File: config.mk
export PLATFORM = sky130hd
export DESIGN_NAME = igdc_control
export DESIGN_NICKNAME = d
export VERILOG_FILES = /design/src/igdc_pkg.sv /design/src/igdc_control.sv /design/src/igdc_deglitch.sv
export SDC_FILE = /design/constraint.sdc
export NUM_CORES = 1
export LEC_CHECK = 0
export BUFFER_PORTS_ARGS = -buffer_cell sky130_fd_sc_hd__buf_2
export CAP_MARGIN = 20
export CORE_ASPECT_RATIO = 0.8
export CORE_MARGIN = 1.5
export CORE_UTILIZATION = 65
export CTS_BUF_LIST = sky130_fd_sc_hd__clkbuf_4
export CTS_CLUSTER_DIAMETER = 100
export DETAILED_ROUTE_END_ITERATION = 8
export GPL_TIMING_DRIVEN = 1
export PLACE_DENSITY = 0.84
export SYNTH_ARGS = -nofsm -noshare
export SYNTH_HDL_FRONTEND = slang
export SYNTH_HIERARCHICAL = 1
export SYNTH_SLANG_ARGS = --single-unit
File: constraint.sdc
create_clock -name clk -period 3.5 [get_ports clk]
set_input_delay 0.875 -clock clk [delete_from_list [all_inputs] [get_ports clk]]
set_output_delay 0.875 -clock clk [all_outputs]
set_load 0.02 [all_outputs]
File: src/igdc_pkg.sv
// Package of timing constants and states for the gate driver control block.
package igdc_pkg;

  // ==========================================================
  // Clock and timing
  // ==========================================================
  localparam int CLK_PERIOD_PS = 4000;
  localparam int DEGLITCH_TIME_NS = 40;
  localparam int DEGLITCH_CYCLES = (DEGLITCH_TIME_NS * 1000 + CLK_PERIOD_PS - 1)
    / CLK_PERIOD_PS;
  localparam int FAULT_MUTE_TIME_NS = 20000;
  localparam int FAULT_MUTE_CYCLES =
    (FAULT_MUTE_TIME_NS * 1000 + CLK_PERIOD_PS - 1) / CLK_PERIOD_PS;
  localparam int RESET_FILTER_TIME_NS = 800;
  localparam int RESET_FILTER_CYCLES =
    (RESET_FILTER_TIME_NS * 1000 + CLK_PERIOD_PS - 1) / CLK_PERIOD_PS;
  localparam int SOFT_OFF_TIME_NS = 2000;
  localparam int SOFT_OFF_CYCLES =
    (SOFT_OFF_TIME_NS * 1000 + CLK_PERIOD_PS - 1) / CLK_PERIOD_PS;
  localparam int CNT_W = 16;
  localparam int DG_W = 4;

  // ==========================================================
  // Fault states
  // ==========================================================
  typedef enum logic [1:0] {
    IGDC_RUN,
    IGDC_SOFT_OFF,
    IGDC_MUTE,
    IGDC_LATCHED
  } igdc_state_type;

endpackage : igdc_pkg
File: src/igdc_control.sv
// Top-level control logic of the isolated gate driver.
//
// Functional notes
// - Pulses under 40 ns on both PWM inputs and reset line are rejected.
// - Both PWM inputs high forces the gate output low.
// - Desaturation fault turns switch off, alarm low, latched until reset.
// - Fault turn-off uses slow soft turn-off, not hard turn-off.
// - Alarm and gate stay latched low until cleared by reset line.
// - Undervoltage forces gate low, power-good low, recovers automatically.
// - Driver enabled while reset/enable line high and until it has been low for the filter time; pulldown disables it.
// - Reset activity is ignored during the fault mute time.
// - Alarm and power-good are open-drain pulldowns with external pullups.
// - Qualified reset releases the alarm at the reset line's rising edge.
// - Reset line low beyond filter time disables driver, activates sink.
`timescale 1ns/1ps
module igdc_control
  import igdc_pkg::*;
(
  input wire logic clk,
  input wire logic sys_rst,
  input wire logic pwm_noninv,
  input wire logic pwm_inv,
  input wire logic reset_enable,
  input wire logic desaturation_sense,
  input wire logic input_undervoltage_lockout,
  input wire logic output_undervoltage_lockout,
  output logic gate_source_output,
  output logic gate_sink_output,
  output logic soft_turn_off,
  output logic fault_alarm_n_oe,
  output logic fault_alarm_n_out,
  output logic power_good_oe,
  output logic power_good_out
);

  // ==========================================================
  // Input conditioning
  // ==========================================================
  logic noninv_f;
  logic inv_f;
  logic rst_en_f;
  logic desaturation_sense_s1;
  logic desaturation_sense_s2;
  logic undervoltage_lockout_in_s1;
  logic undervoltage_lockout_in_s2;
  logic undervoltage_lockout_out_s1;
  logic undervoltage_lockout_out_s2;

  igdc_deglitch #(.INIT(1'b0)) u_noninv (
    .clk(clk),
    .sys_rst(sys_rst),
    .pin(pwm_noninv),
    .filtered(noninv_f)
  );

  igdc_deglitch #(.INIT(1'b0)) u_inv (
    .clk(clk),
    .sys_rst(sys_rst),
    .pin(pwm_inv),
    .filtered(inv_f)
  );

  igdc_deglitch #(.INIT(1'b0)) u_rst_en (
    .clk(clk),
    .sys_rst(sys_rst),
    .pin(reset_enable),
    .filtered(rst_en_f)
  );

  // Lockout starts asserted so the gate stays off until supplies are seen.
  always_ff @(posedge clk) begin
    if (sys_rst) begin
      desaturation_sense_s1 <= 1'b0;
      desaturation_sense_s2 <= 1'b0;
      undervoltage_lockout_in_s1 <= 1'b1;
      undervoltage_lockout_in_s2 <= 1'b1;
      undervoltage_lockout_out_s1 <= 1'b1;
      undervoltage_lockout_out_s2 <= 1'b1;
    end else begin
      desaturation_sense_s1 <= desaturation_sense;
      desaturation_sense_s2 <= desaturation_sense_s1;
      undervoltage_lockout_in_s1 <= input_undervoltage_lockout;
      undervoltage_lockout_in_s2 <= undervoltage_lockout_in_s1;
      undervoltage_lockout_out_s1 <= output_undervoltage_lockout;
      undervoltage_lockout_out_s2 <= undervoltage_lockout_out_s1;
    end
  end

  // ==========================================================
  // Fault sequencing and enable filter
  // ==========================================================
  igdc_state_type state;
  igdc_state_type next_state;
  logic [CNT_W-1:0] count;
  logic [CNT_W-1:0] next_count;
  logic [CNT_W-1:0] low_count;
  logic [CNT_W-1:0] next_low_count;
  logic enabled;
  logic next_enabled;
  logic reset_qualified;
  logic next_reset_qualified;
  logic rst_en_d;
  logic lockout;

  assign lockout = undervoltage_lockout_in_s2 | undervoltage_lockout_out_s2;

  always_comb begin
    next_state = state;
    next_count = count;
    next_low_count = low_count;
    next_enabled = enabled;
    next_reset_qualified = reset_qualified;
    // Low time of the reset line, saturating at the filter time.
    if (rst_en_f) begin
      next_low_count = '0;
      next_enabled = 1'b1;
    end else if (low_count < CNT_W'(RESET_FILTER_CYCLES)) begin
      next_low_count = low_count + CNT_W'(1);
    end else begin
      next_enabled = 1'b0;
    end
    case (state)
      IGDC_RUN: begin
        next_reset_qualified = 1'b0;
        if (desaturation_sense_s2 && gate_source_output) begin
          next_state = IGDC_SOFT_OFF;
          next_count = '0;
        end
      end
      IGDC_SOFT_OFF: begin
        next_count = count + CNT_W'(1);
        if (count >= CNT_W'(SOFT_OFF_CYCLES - 1)) begin
          next_state = IGDC_MUTE;
          next_count = '0;
        end
      end
      IGDC_MUTE: begin
        // Reset line is not watched here.
        next_count = count + CNT_W'(1);
        if (count >= CNT_W'(FAULT_MUTE_CYCLES - 1)) begin
          next_state = IGDC_LATCHED;
          next_count = '0;
        end
      end
      IGDC_LATCHED: begin
        // Low time is counted only from the end of the mute window.
        if (rst_en_f) begin
          next_count = '0;
          if (reset_qualified && !rst_en_d) begin
            next_state = IGDC_RUN;
          end
        end else if (count < CNT_W'(RESET_FILTER_CYCLES)) begin
          next_count = count + CNT_W'(1);
        end else begin
          next_reset_qualified = 1'b1;
        end
      end
      default: begin
        next_state = IGDC_LATCHED;
        next_count = '0;
      end
    endcase
  end

  always_ff @(posedge clk) begin
    if (sys_rst) begin
      state <= IGDC_RUN;
      count <= '0;
      low_count <= '0;
      enabled <= 1'b0;
      reset_qualified <= 1'b0;
      rst_en_d <= 1'b0;
    end else begin
      state <= next_state;
      count <= next_count;
      low_count <= next_low_count;
      enabled <= next_enabled;
      reset_qualified <= next_reset_qualified;
      rst_en_d <= rst_en_f;
    end
  end

  // ==========================================================
  // Output stage control
  // ==========================================================
  logic next_source;
  logic next_sink;
  logic next_soft;
  logic next_fault_oe;
  logic next_pg_oe;

  always_comb begin
    next_source = noninv_f && !inv_f && enabled && (state == IGDC_RUN)
      && !lockout;
    next_soft = (state == IGDC_SOFT_OFF);
    // Hard sink is held off while the soft turn-off discharges the gate.
    next_sink = !next_source && !next_soft;
    next_fault_oe = (state != IGDC_RUN);
    next_pg_oe = lockout;
  end

  always_ff @(posedge clk) begin
    if (sys_rst) begin
      gate_source_output <= 1'b0;
      gate_sink_output <= 1'b1;
      soft_turn_off <= 1'b0;
      fault_alarm_n_oe <= 1'b0;
      fault_alarm_n_out <= 1'b0;
      power_good_oe <= 1'b1;
      power_good_out <= 1'b0;
    end else begin
      gate_source_output <= next_source;
      gate_sink_output <= next_sink;
      soft_turn_off <= next_soft;
      fault_alarm_n_oe <= next_fault_oe;
      fault_alarm_n_out <= 1'b0;
      power_good_oe <= next_pg_oe;
      power_good_out <= 1'b0;
    end
  end

endmodule : igdc_control

File: src/igdc_deglitch.sv
// Two-flop synchroniser followed by a glitch filter for one input pin.
`timescale 1ns/1ps
module igdc_deglitch
  import igdc_pkg::*;
#(
  parameter logic INIT = 1'b0
) (
  input wire logic clk,
  input wire logic sys_rst,
  input wire logic pin,
  output logic filtered
);

  logic sync_a;
  logic sync_b;
  logic [DG_W-1:0] count;
  logic [DG_W-1:0] next_count;
  logic next_filtered;

  // A new level is accepted only after it has stood for the filter time.
  always_comb begin
    next_count = '0;
    next_filtered = filtered;
    if (sync_b != filtered) begin
      if (count >= DG_W'(DEGLITCH_CYCLES - 1)) begin
        next_filtered = sync_b;
      end else begin
        next_count = count + DG_W'(1);
      end
    end
  end

  always_ff @(posedge clk) begin
    if (sys_rst) begin
      sync_a <= INIT;
      sync_b <= INIT;
      count <= '0;
      filtered <= INIT;
    end else begin
      sync_a <= pin;
      sync_b <= sync_a;
      count <= next_count;
      filtered <= next_filtered;
    end
  end

endmodule : igdc_deglitch

==> results of run 1 <==
cell type report:
cell class	instances	area, um^2
clock buffer	9	67.6
multi-input combinational	210	1500
sequential	69	1380
fill	307	1070
inverter	16	60.1
clock inverter	7	90.1
tap	57	71.3
timing repair buffer	13	67.6
cell families (layout without fill, tap and decap cells):
family,after synthesis,in the layout
muxes,2,2
buffers and inverters,26,45
AOI/OAI and AO/OA,29,29
other,1,2
adders and majority gates,15,15
and+or+nand+nor,133,133
xor gates and xnor gates,29,29
DFF,69,69
cells in the mapped netlist, drive strengths merged (5+ instances only):
library cell	count	area, um^2
a21oi	7	35.0
and2	9	56.3
buf	9	55.1
dfxtp	69	1380
ha	15	188
inv	16	60.1
nand2	9	33.8
nand2b	8	50.1
nand3	11	55.1
nand4	7	43.8
nor2	41	156
nor2b	11	68.8
nor3	9	80.1
nor4	11	96.3
or2	5	31.3
xnor2	23	201
xor2	6	52.6
registers in the layout, summed over array words and instances (netlist names), 2 cells and up:
register,flops
u_rst_en/count,4
state,2
u_noninv/count,4
u_inv/count,4
low_count,16
count,16
how the worst max path moves through the flow:
stage                          startpoint  depth (start not counted)                endpoint
finish              count[3]$_SDFFE_PP0P_                          5  count[13]$_SDFFE_PP0P_
global placement                  sys_rst                          4  count[10]$_SDFFE_PP0P_
CTS                 count[3]$_SDFFE_PP0P_                          5  count[13]$_SDFFE_PP0P_
floorplan           state[0]$_SDFFE_PP0P_                          6   state[0]$_SDFFE_PP0P_
global route        count[3]$_SDFFE_PP0P_                          5   count[4]$_SDFFE_PP0P_
detailed placement                sys_rst                          4  count[13]$_SDFFE_PP0P_
power by group through the flow:
stage	Combinational, mW	Clock (mW)	Sequential [mW]
floorplan	0.0306	0	0.818
global placement	0.0385	0	0.819
detailed placement	0.0404	0	0.820
CTS	0.0407	0.576	0.802
global route	0.0460	0.613	0.803
finish	0.0401	0.562	0.802
per-layer routing:
layer	vias up	routed length (um)
met2	46	2380
met1	1000	2310
met5	-	0
li1	1064	-
met3	10	247
met4	0	95
per-stage QoR:
step | hold slack (ns) | cells | util | total power, mW
detailed placement | 0.399 | 365 | 0.715 | 0.860
global placement | 0.392 | 365 | 0.715 | 0.857
floorplan | 0.389 | 305 | - | 0.849
global route | 0.427 | 381 | 0.751 | 1.46
finish | 0.412 | 381 | 0.751 | 1.40
CTS | 0.413 | 381 | 0.751 | 1.42
==> results by group, run 1 <==
STA
  – Max Fclk: 456 MHz
  – # setup viols final: 0
  – Layout Skew: 0.0139 ns
  – Final period utilization: 0.626
  – Relative slew slack: 0.545
  – Post-Route Setup TNS: 0 ns
  – Final worst slack: 1.31 ns
  – Tmin final: 2.19 ns
  – Slew Limit Fails: 0
  – Hold Fails Final Rpt: 0
  – RSZ-0062 raised after global routing: no
  – Slew @ Worst Pin: 0.680 ns

Layout
  – Most frequent cells in the layout: dfxtp_1, nor2_1, xnor2_1
  – # diodes: 0
  – Commonest non-fill, non-tap cell in the layout: dfxtp_1
  – Synth-to-Final Area Change: 8.06%
  – Share of cells above drive strength 1: 0.164
  – Final Net Count: 342
  – Final instance area: 3240 um^2

Logic synthesis
  – Mux cell area share after synthesis: 0.00668
  – Synth Area in XOR/XNOR: 0.0848
  – EDFF count, synth: 0
  – Seq/Total Area, Yosys: 0.461
  – Yosys reg bits: 69
  – Adder-cell share of the synthesized area: 0.0626
  – Syn Area/Cell: 9.86 um^2
  – Main synth FF type: dfxtp_1
  – Synth warn: 6
  – Synthesized cell area: 3000 um^2
  – Ys async rst share: 0
  – Post-synthesis simple-gate area fraction: 0.261
  – Yosys cell types: 47
  – Largest family of logic cells by synthesized area: simple AND/OR/NAND/NOR gates
  – Synth Area in Compound Gates: 0.0831
  – Mapped Cells: 304

Global routing
  – Vias in the first global route: 1930
  – Initial antenna violation count: 0
  – Grt met2 use: 0.355
  – Met3 usage: 0.0686
  – Maximum number of pins on one net before global-route repair: 32
  – First-pass GRT wire length: 8670 um
  – Met1 Use GR: 0.284
  – GR peak layer: met2
  – Gr usage total: 0.226
  – Grt ovf: 0

CTS
  – Post-CTS Resized: 0
  – Total CTS buffers: 9
  – H-tree depth: 3
  – Worst skew pair latency: 0.41 ns
  – CTS sink count: 69
  – CTS max path bufs: 2
  – Clock transition at path regs: 0.12 ns
  – CTS tree: built
  – Post-CTS setup buffers: 0
  – Root buffer cell: clkbuf_4
  – Hold_buf cts: 0

Worst setup path
  – R2R setup slack: 1.31 ns
  – R2R Path Start: count[3]$_SDFFE_PP0P_
  – Worst Path Required: 3.77 ns
  – Crit path max fanout: 18
  – CP max stage delay: 0.53 ns
  – Endpoint class of the critical path: flop
  – Top delay family on crit path: compound AO/OA/AOI/OAI gates
  – End of the worst register-to-register path: count[13]$_SDFFE_PP0P_
  – Worst path arrival time: 2.46 ns
  – Buf+Inv Stages, Crit Path: 0
  – Cell at the slowest stage of the critical path: a2bb2oi_2
  – Worst reg-to-reg path cell count: 5
  – Setup crit start kind: flop
  – CP Cell Sequence: o311ai_2 > a41oi_4 > nor2_2 > a2bb2oi_2 > nor2_1
  – Critical path class: flop to flop

Power
  – Comb pwr share: 0.029
  – P_int: 1.10 mW
  – P per Cell Area: 433 nW/um^2
  – Max VDD drop: 351 uV
  – Psw: 305 uW
  – Seq pwr share: 0.571
  – P_leak: 1.21 nW
  – Clk pwr share: 0.400
  – Sw frac: 0.217

Run
  – Max-cap violations: 0

Placed design
  – DP HPWL: 3550 um
  – Port bufs: 12
  – Placement Cell Area: 3080 um^2
  – Placer Congestion: 0.818
  – Pre-CTS WS: 1.23 ns

Drt
  – Wire length per cell: 13.2 um
  – Pre-antenna DRT Iters: 4
  – DR vias/cell: 5.56
  – Post-Route WL: 5030 um
  – Initial DRC Count: 117
  – # DRC: 0
  – Via count: 2120
  – Detail Route Antenna Nets: 0

Worst hold path
  – Min-delay src: undervoltage_lockout_in_s1$_SDFF_PP1_
  – Hold EP: undervoltage_lockout_in_s2$_SDFF_PP1_
  – Hold Crit Class: flop to flop
  – Hold Path Cell Cnt: 1

Die
  – Vert. Die Dim: 63.7 um
  – I/O pin cnt: 15
  – Core region area: 4310 um^2
  – DIE WIDTH: 78.9 um
  – Rows: 21
  – Die ar.: 5030 um^2
  – Starting density of the core: 0.695

Run status
  – Status: finished, final reports clean
No activity file was read; power rests on OpenSTA's default activity.
==> run 2: changes to the inputs <==
--- a/config.mk
+++ b/config.mk
@@ -9,12 +9,12 @@
 export CAP_MARGIN = 20
 export CORE_ASPECT_RATIO = 0.8
 export CORE_MARGIN = 1.5
-export CORE_UTILIZATION = 65
+export CORE_UTILIZATION = 57
 export CTS_BUF_LIST = sky130_fd_sc_hd__clkbuf_4
 export CTS_CLUSTER_DIAMETER = 100
 export DETAILED_ROUTE_END_ITERATION = 8
 export GPL_TIMING_DRIVEN = 1
-export PLACE_DENSITY = 0.84
+export PLACE_DENSITY = 0.78
 export SYNTH_ARGS = -nofsm -noshare
 export SYNTH_HDL_FRONTEND = slang
 export SYNTH_HIERARCHICAL = 1
==> constraint.sdc (replaced) <==
create_clock -name clk -period 2 [get_ports clk]
set_input_delay 0.5 -clock clk [delete_from_list [all_inputs] [get_ports clk]]
set_output_delay 0.5 -clock clk [all_outputs]
set_load 0.02 [all_outputs]
==> run 2 against run 1 <==
Against the previous run: critical path type unchanged; flip-flop and latch count unchanged; worst hold slack worse by 0.12 ns; non-clock buffer count up 18; total power up 65%; highest routed layer unchanged; die area is 13% higher; via count increased by 0.28%; design area is 5.4% higher; cell count increased by 6.0%; largest power group unchanged; utilization down 7.4 points; first-iteration DRC count shrank 16%.
==> results by group, run 2 (synthesized netlist as in run 1, its figures left out) <==
Run status
  – Status: finished, final reports clean

Worst setup path
  – Crit path max fanout: 5 (-13)
  – CP max stage delay: 0.42 ns (-0.11 ns)
  – Worst path arrival time: 2.19 ns (-0.27 ns)
  – Top delay family on crit path: compound AO/OA/AOI/OAI gates
  – CP Cell Sequence: buf_4 > ha_2 > nor2b_1 > nor4_2 > o22ai_2 > a2111o_1 > o211a_1
  – R2R Path Start: state[0]$_SDFFE_PP0P_
  – Cell at the slowest stage of the critical path: a2111o_1
  – Endpoint class of the critical path: flop
  – Setup crit start kind: flop
  – Critical path class: flop to flop
  – Worst Path Required: 2.29 ns (-1.48 ns)
  – End of the worst register-to-register path: state[0]$_SDFFE_PP0P_
  – Worst reg-to-reg path cell count: 7 (+2)
  – R2R setup slack: 0.09 ns (-1.21 ns)
  – Buf+Inv Stages, Crit Path: 1 (+1)

Layout
  – Final Net Count: 360 (+5.3%)
  – Filler instances: 396 (+29%)
  – Largest registers: count (16), low_count (16)
  – Footprint of the multi-input gates: 1540 um^2 (+2.9%)
  – # diodes: 0 (unchanged)
  – Most frequent cells in the layout: dfxtp_1, nor2_1, xnor2_1
  – Final core occ: 0.678 (-0.0737)
  – Final instance area: 3410 um^2 (+5.4%)
  – Synth-to-Final Area Change: 13.9%
  – Share of cells above drive strength 1: 0.222 (+0.0586)
  – Commonest non-fill, non-tap cell in the layout: dfxtp_1
  – Register area: 1380 um^2 (about the same)

Worst hold path
  – Hold EP: undervoltage_lockout_out_s1$_SDFF_PP1_
  – Hold Path Cell Cnt: 2 (+1)
  – Min-delay src: output_undervoltage_lockout
  – Hold Crit Class: input port to flop

Drt
  – Wire length per cell: 12.5 um (-5.4%)
  – Pre-antenna DRT Iters: 4 (unchanged)
  – Detail Route Antenna Nets: 0 (unchanged)
  – Initial DRC Count: 98 (-16%)
  – Via count: 2126 (+0.28%)
  – DR vias/cell: 5.26 (-5.4%)
  – # DRC: 0 (unchanged)
  – Post-Route WL: 5050 um (+0.30%)

Die
  – Rows: 23 (+9.5%)
  – Vert. Die Dim: 67.9 um (+6.5%)
  – I/O pin cnt: 15 (unchanged)
  – DIE WIDTH: 84.1 um (+6.5%)
  – Starting density of the core: 0.595 (-0.100)
  – Core region area: 5040 um^2 (+17%)
  – Die ar.: 5700 um^2 (+13%)

STA
  – Layout Skew: 0.0127 ns (-0.00128 ns)
  – Post-Route Setup TNS: 0 ns (unchanged)
  – Fin Hold WS: 0.290 ns (-0.122 ns)
  – Max Fclk: 525 MHz (+15%)
  – RSZ-0062 raised after global routing: no
  – Hold Fails Final Rpt: 0 (unchanged)
  – # setup viols final: 0 (unchanged)
  – Final worst slack: 0.0940 ns (-1.21 ns)
  – Final period utilization: 0.953 (+0.327)
  – Tmin final: 1.91 ns (-0.285 ns)
  – Slew Limit Fails: 0 (unchanged)

CTS
  – Root buffer cell: clkbuf_4
  – CTS tree: built
  – Hold_buf cts: 0 (unchanged)
  – Clock transition at path regs: 0.10 ns (-0.02 ns)
  – Worst skew pair latency: 0.40 ns (about the same)
  – H-tree depth: 3 (unchanged)
  – CTS sink count: 69 (unchanged)
  – Total CTS buffers: 9 (unchanged)
  – CTS max path bufs: 2 (unchanged)

Power
  – Max VDD drop: 571 uV (+63%)
  – P_leak: 1.31 nW (+7.6%)
  – P per Cell Area: 680 nW/um^2 (+57%)

Placed design
  – DP HPWL: 3430 um (-3.2%)
  – Pre-CTS WS: -0.249 ns (-1.48 ns)
  – Placer Congestion: 0.807 (-1.4%)
  – Placement Cell Area: 3200 um^2 (+4.0%)
  – Port bufs: 12 (unchanged)

Global routing
  – Vias in the first global route: 1818 (-5.8%)
  – Initial antenna violation count: 0 (unchanged)
  – First-pass GRT wire length: 8310 um (-4.2%)
  – Grt ovf: 0 (unchanged)
  – Gr usage total: 0.186 (-0.0400)
  – Maximum number of pins on one net before global-route repair: 24 (-25%)

Run
  – Max-cap violations: 0 (unchanged)
-- run 2: changes by cell type in the layout (fill, tap and decap cells not counted), sizes merged --
| cell | before | now |
|---|---|---|
| clkinv | 3 | 4 |
| buf | 13 | 31 |
| bufinv | 2 | 1 |
-- run 2: metal layers --
layer	vias up	track usage	part of all wire
li1	1097	-	-
met1	983	0.251	0.49
met2	40	0.276	0.45
met3	6	0.0591	0.046
met4	0	0.0799	0.010
met5	-	0	0
-- run 2: area by class of cell --
| cell class | instances | area share |
|---|---|---|
| Clock inverter | 7 | 0.0194 |
| Tap cell | 62 | 0.0227 |
| Sequential cell | 69 | 0.405 |
| Clock buffer | 9 | 0.0198 |
| Inverter | 16 | 0.0176 |
| Timing Repair Buffer | 31 | 0.0630 |
| Multi-Input combinational cell | 210 | 0.452 |
-- run 2: how the worst max path moves through the flow --
| stage | to | depth (start not counted) | slack (ns) | from |
|---|---|---|---|---|
| 3_3_place_gp | count[2]$_SDFFE_PP0P_ | 7 | -0.15 | state[0]$_SDFFE_PP0P_ |
| 6_report | state[0]$_SDFFE_PP0P_ | 7 | 0.09 | state[0]$_SDFFE_PP0P_ |
| 4_1_cts | state[0]$_SDFFE_PP0P_ | 7 | 0.03 | state[0]$_SDFFE_PP0P_ |
| 5_1_grt | state[0]$_SDFFE_PP0P_ | 7 | 0.04 | state[1]$_SDFFE_PP0P_ |
| 3_5_place_dp | count[2]$_SDFFE_PP0P_ | 7 | -0.25 | state[0]$_SDFFE_PP0P_ |
| 2_1_floorplan | state[0]$_SDFFE_PP0P_ | 6 | 0.23 | state[0]$_SDFFE_PP0P_ |
-- run 2: timing repair --
item / in CTS / in global routing
pin swaps: 0 / 2
resized for setup: 3 / 6
buffers inserted: 0 / 4
setup endpoints to repair: 17 / 18
-- run 2: worst register-to-register path, stage by stage (launching register included) --
cell and delay (ns):
dfxtp_1 0.32, buf_4 0.14, ha_2 0.21, nor2b_1 0.18
nor4_2 0.23, o22ai_2 0.19, a2111o_1 0.42, o211a_1 0.13
-- run 2: power breakdown --
group	internal [mW]	total, mW	switching, mW
sequential	1.39	1.40	0.0113
clock	0.372	0.842	0.469
combinational	0.0350	0.0754	0.0404
-- run 2: stage by stage --
step / power [mW] / std cells
final: 2.32 / 404
after global routing: 2.42 / 404
after CTS: 2.35 / 400
after detailed placement: 1.51 / 384
after global placement: 1.51 / 384
after floorplan: 1.49 / 305
==> run 3: changes to the inputs <==
--- a/config.mk
+++ b/config.mk
@@ -5,6 +5,7 @@
 export SDC_FILE = /design/constraint.sdc
 export NUM_CORES = 1
 export LEC_CHECK = 0
+export ABC_CLOCK_PERIOD_IN_PS = 2000
 export BUFFER_PORTS_ARGS = -buffer_cell sky130_fd_sc_hd__buf_2
 export CAP_MARGIN = 20
 export CORE_ASPECT_RATIO = 0.8
@@ -15,6 +16,7 @@
 export DETAILED_ROUTE_END_ITERATION = 8
 export GPL_TIMING_DRIVEN = 1
 export PLACE_DENSITY = 0.78
+export RECOVER_POWER = 25
 export SYNTH_ARGS = -nofsm -noshare
 export SYNTH_HDL_FRONTEND = slang
 export SYNTH_HIERARCHICAL = 1
==> run 3 against run 2 <==
Against the previous run: setup slack stayed put; clock power about the same; register-to-register slack about the same; critical path type unchanged; largest cell class unchanged.
==> results by group, run 3 (synthesized netlist as in run 1, its figures left out) <==
Run status
  – Status: finished, final reports clean

Layout
  – Commonest non-fill, non-tap cell in the layout: dfxtp_1
  – # diodes: 0 (unchanged)
  – Synth-to-Final Area Change: 13.7%
  – Most frequent cells in the layout: dfxtp_1, nor2_1, xnor2_1
  – Filler instances: 398 (+0.51%)
  – Largest registers: count (16), low_count (16)
  – Final Net Count: 360 (unchanged)
  – Share of cells above drive strength 1: 0.216 (-0.00585)

Run
  – Max-cap violations: 0 (unchanged)

Drt
  – Pre-antenna DRT Iters: 4 (unchanged)
  – Via count: 2126 (unchanged)
  – Post-Route WL: 5050 um (about the same)
  – # DRC: 0 (unchanged)
  – Wire length per cell: 12.5 um (about the same)
  – Detail Route Antenna Nets: 0 (unchanged)
  – DR vias/cell: 5.26 (unchanged)
  – Initial DRC Count: 98 (unchanged)

Placed design
  – Placer Congestion: 0.807 (unchanged)
  – Port bufs: 12 (unchanged)
  – DP HPWL: 3430 um (unchanged)

Worst setup path
  – Worst Path Required: 2.29 ns (about the same)
  – Cell at the slowest stage of the critical path: a2111o_1
  – Buf+Inv Stages, Crit Path: 1 (unchanged)
  – Top delay family on crit path: compound AO/OA/AOI/OAI gates
  – Critical path class: flop to flop
  – CP max stage delay: 0.42 ns (about the same)
  – CP Cell Sequence: buf_4 > ha_2 > nor2b_1 > nor4_2 > o22ai_2 > a2111o_1 > o211a_1
  – Worst path arrival time: 2.19 ns (about the same)
  – Endpoint class of the critical path: flop
  – Crit path max fanout: 5 (unchanged)
  – Setup crit start kind: flop

Global routing
  – Vias in the first global route: 1818 (unchanged)
  – Maximum number of pins on one net before global-route repair: 24 (unchanged)
  – Gr usage total: 0.186 (unchanged)
  – Initial antenna violation count: 0 (unchanged)
  – First-pass GRT wire length: 8310 um (unchanged)
  – Grt ovf: 0 (unchanged)

STA
  – Layout Skew: 0.0127 ns (unchanged)
  – Post-Route Setup TNS: 0 ns (unchanged)
  – RSZ-0062 raised after global routing: no
  – Final period utilization: 0.953 (unchanged)
  – Max Fclk: 525 MHz (unchanged)
  – Slew Limit Fails: 0 (unchanged)
  – Hold Fails Final Rpt: 0 (unchanged)
  – Relative slew slack: 0.386
  – Slew @ Worst Pin: 0.921 ns
  – Tmin final: 1.91 ns (unchanged)
  – # setup viols final: 0 (unchanged)

Power
  – Max VDD drop: 571 uV (about the same)
  – Total power: 2.32 mW (about the same)
  – P_leak: 1.30 nW (-0.49%)
  – P per Cell Area: 681 nW/um^2 (+0.11%)

Die
  – Core region area: 5040 um^2 (unchanged)
  – I/O pin cnt: 15 (unchanged)
  – Die ar.: 5700 um^2 (unchanged)
  – Rows: 23 (unchanged)
  – Vert. Die Dim: 67.9 um (unchanged)
  – Starting density of the core: 0.595 (unchanged)
  – DIE WIDTH: 84.1 um (unchanged)

CTS
  – Total CTS buffers: 9 (unchanged)
  – CTS tree: built
  – Hold_buf cts: 0 (unchanged)
  – Worst skew pair latency: 0.40 ns (about the same)
  – Root buffer cell: clkbuf_4
  – H-tree depth: 3 (unchanged)
  – Clock transition at path regs: 0.10 ns (about the same)
  – CTS sink count: 69 (unchanged)
  – CTS max path bufs: 2 (unchanged)

Worst hold path
  – Hold Crit Class: input port to flop
-- run 3: cell types whose count changed in the layout (fill, tap and decap cells not counted) --
cell / previous run / this run
clkbuf_1: 0 / 2
buf_4: 18 / 17
buf_2: 12 / 11
-- run 3: area by class of cell --
class / instances / area [um^2] / area share
Inverter: 16 / 60.1 / 0.0176
Tap cell: 62 / 77.6 / 0.0228
Timing Repair Buffer: 31 / 210 / 0.0617
Clock inverter: 7 / 66.3 / 0.0195
Multi-Input combinational cell: 210 / 1540 / 0.453
Clock buffer: 9 / 67.6 / 0.0198
Sequential cell: 69 / 1380 / 0.406
-- run 3: metal layers --
| layer | part of all wire | GRT usage | wire length (um) |
|---|---|---|---|
| met1 | 0.49 | 0.251 | 2490 |
| met2 | 0.45 | 0.276 | 2280 |
| met3 | 0.046 | 0.0591 | 233 |
| met4 | 0.010 | 0.0799 | 53 |
| met5 | 0 | 0 | 0 |
-- run 3: what timing repair did --
action	4_1_cts	5_1_grt
setup buffers	0	4
setup endpoints to repair	17	18
resized for setup	3	6
pin swaps	0	2
-- run 3: worst paths after layout --
check        depth (start not counted)  slack (ns)                                  start                                      to
max                                  7        0.09                  state[0]$_SDFFE_PP0P_                   state[0]$_SDFFE_PP0P_
max reg2reg                          7        0.09                  state[0]$_SDFFE_PP0P_                   state[0]$_SDFFE_PP0P_
min                                  2        0.29            output_undervoltage_lockout  undervoltage_lockout_out_s1$_SDFF_PP1_
min reg2reg                          1        0.41  undervoltage_lockout_in_s1$_SDFF_PP1_   undervoltage_lockout_in_s2$_SDFF_PP1_
-- run 3: through the flow --
step / instances / hold slack (ns) / setup WS, ns / cell area (um^2) / utilization
2_1_floorplan: 305 / 0.389 / 0.228 / 3000 / -
3_3_place_gp: 384 / 0.395 / -0.146 / 3200 / 0.636
3_5_place_dp: 384 / 0.398 / -0.249 / 3200 / 0.636
4_1_cts: 400 / 0.269 / 0.0335 / 3350 / 0.666
5_1_grt: 404 / 0.254 / 0.0360 / 3410 / 0.677
6_report: 404 / 0.290 / 0.0940 / 3410 / 0.677
-- run 3: power by group --
part	leakage, nW	switching (mW)	internal, mW
Clock	0.0670	0.469	0.372
Sequential	0.560	0.0113	1.39
Combinational	0.672	0.0405	0.0341
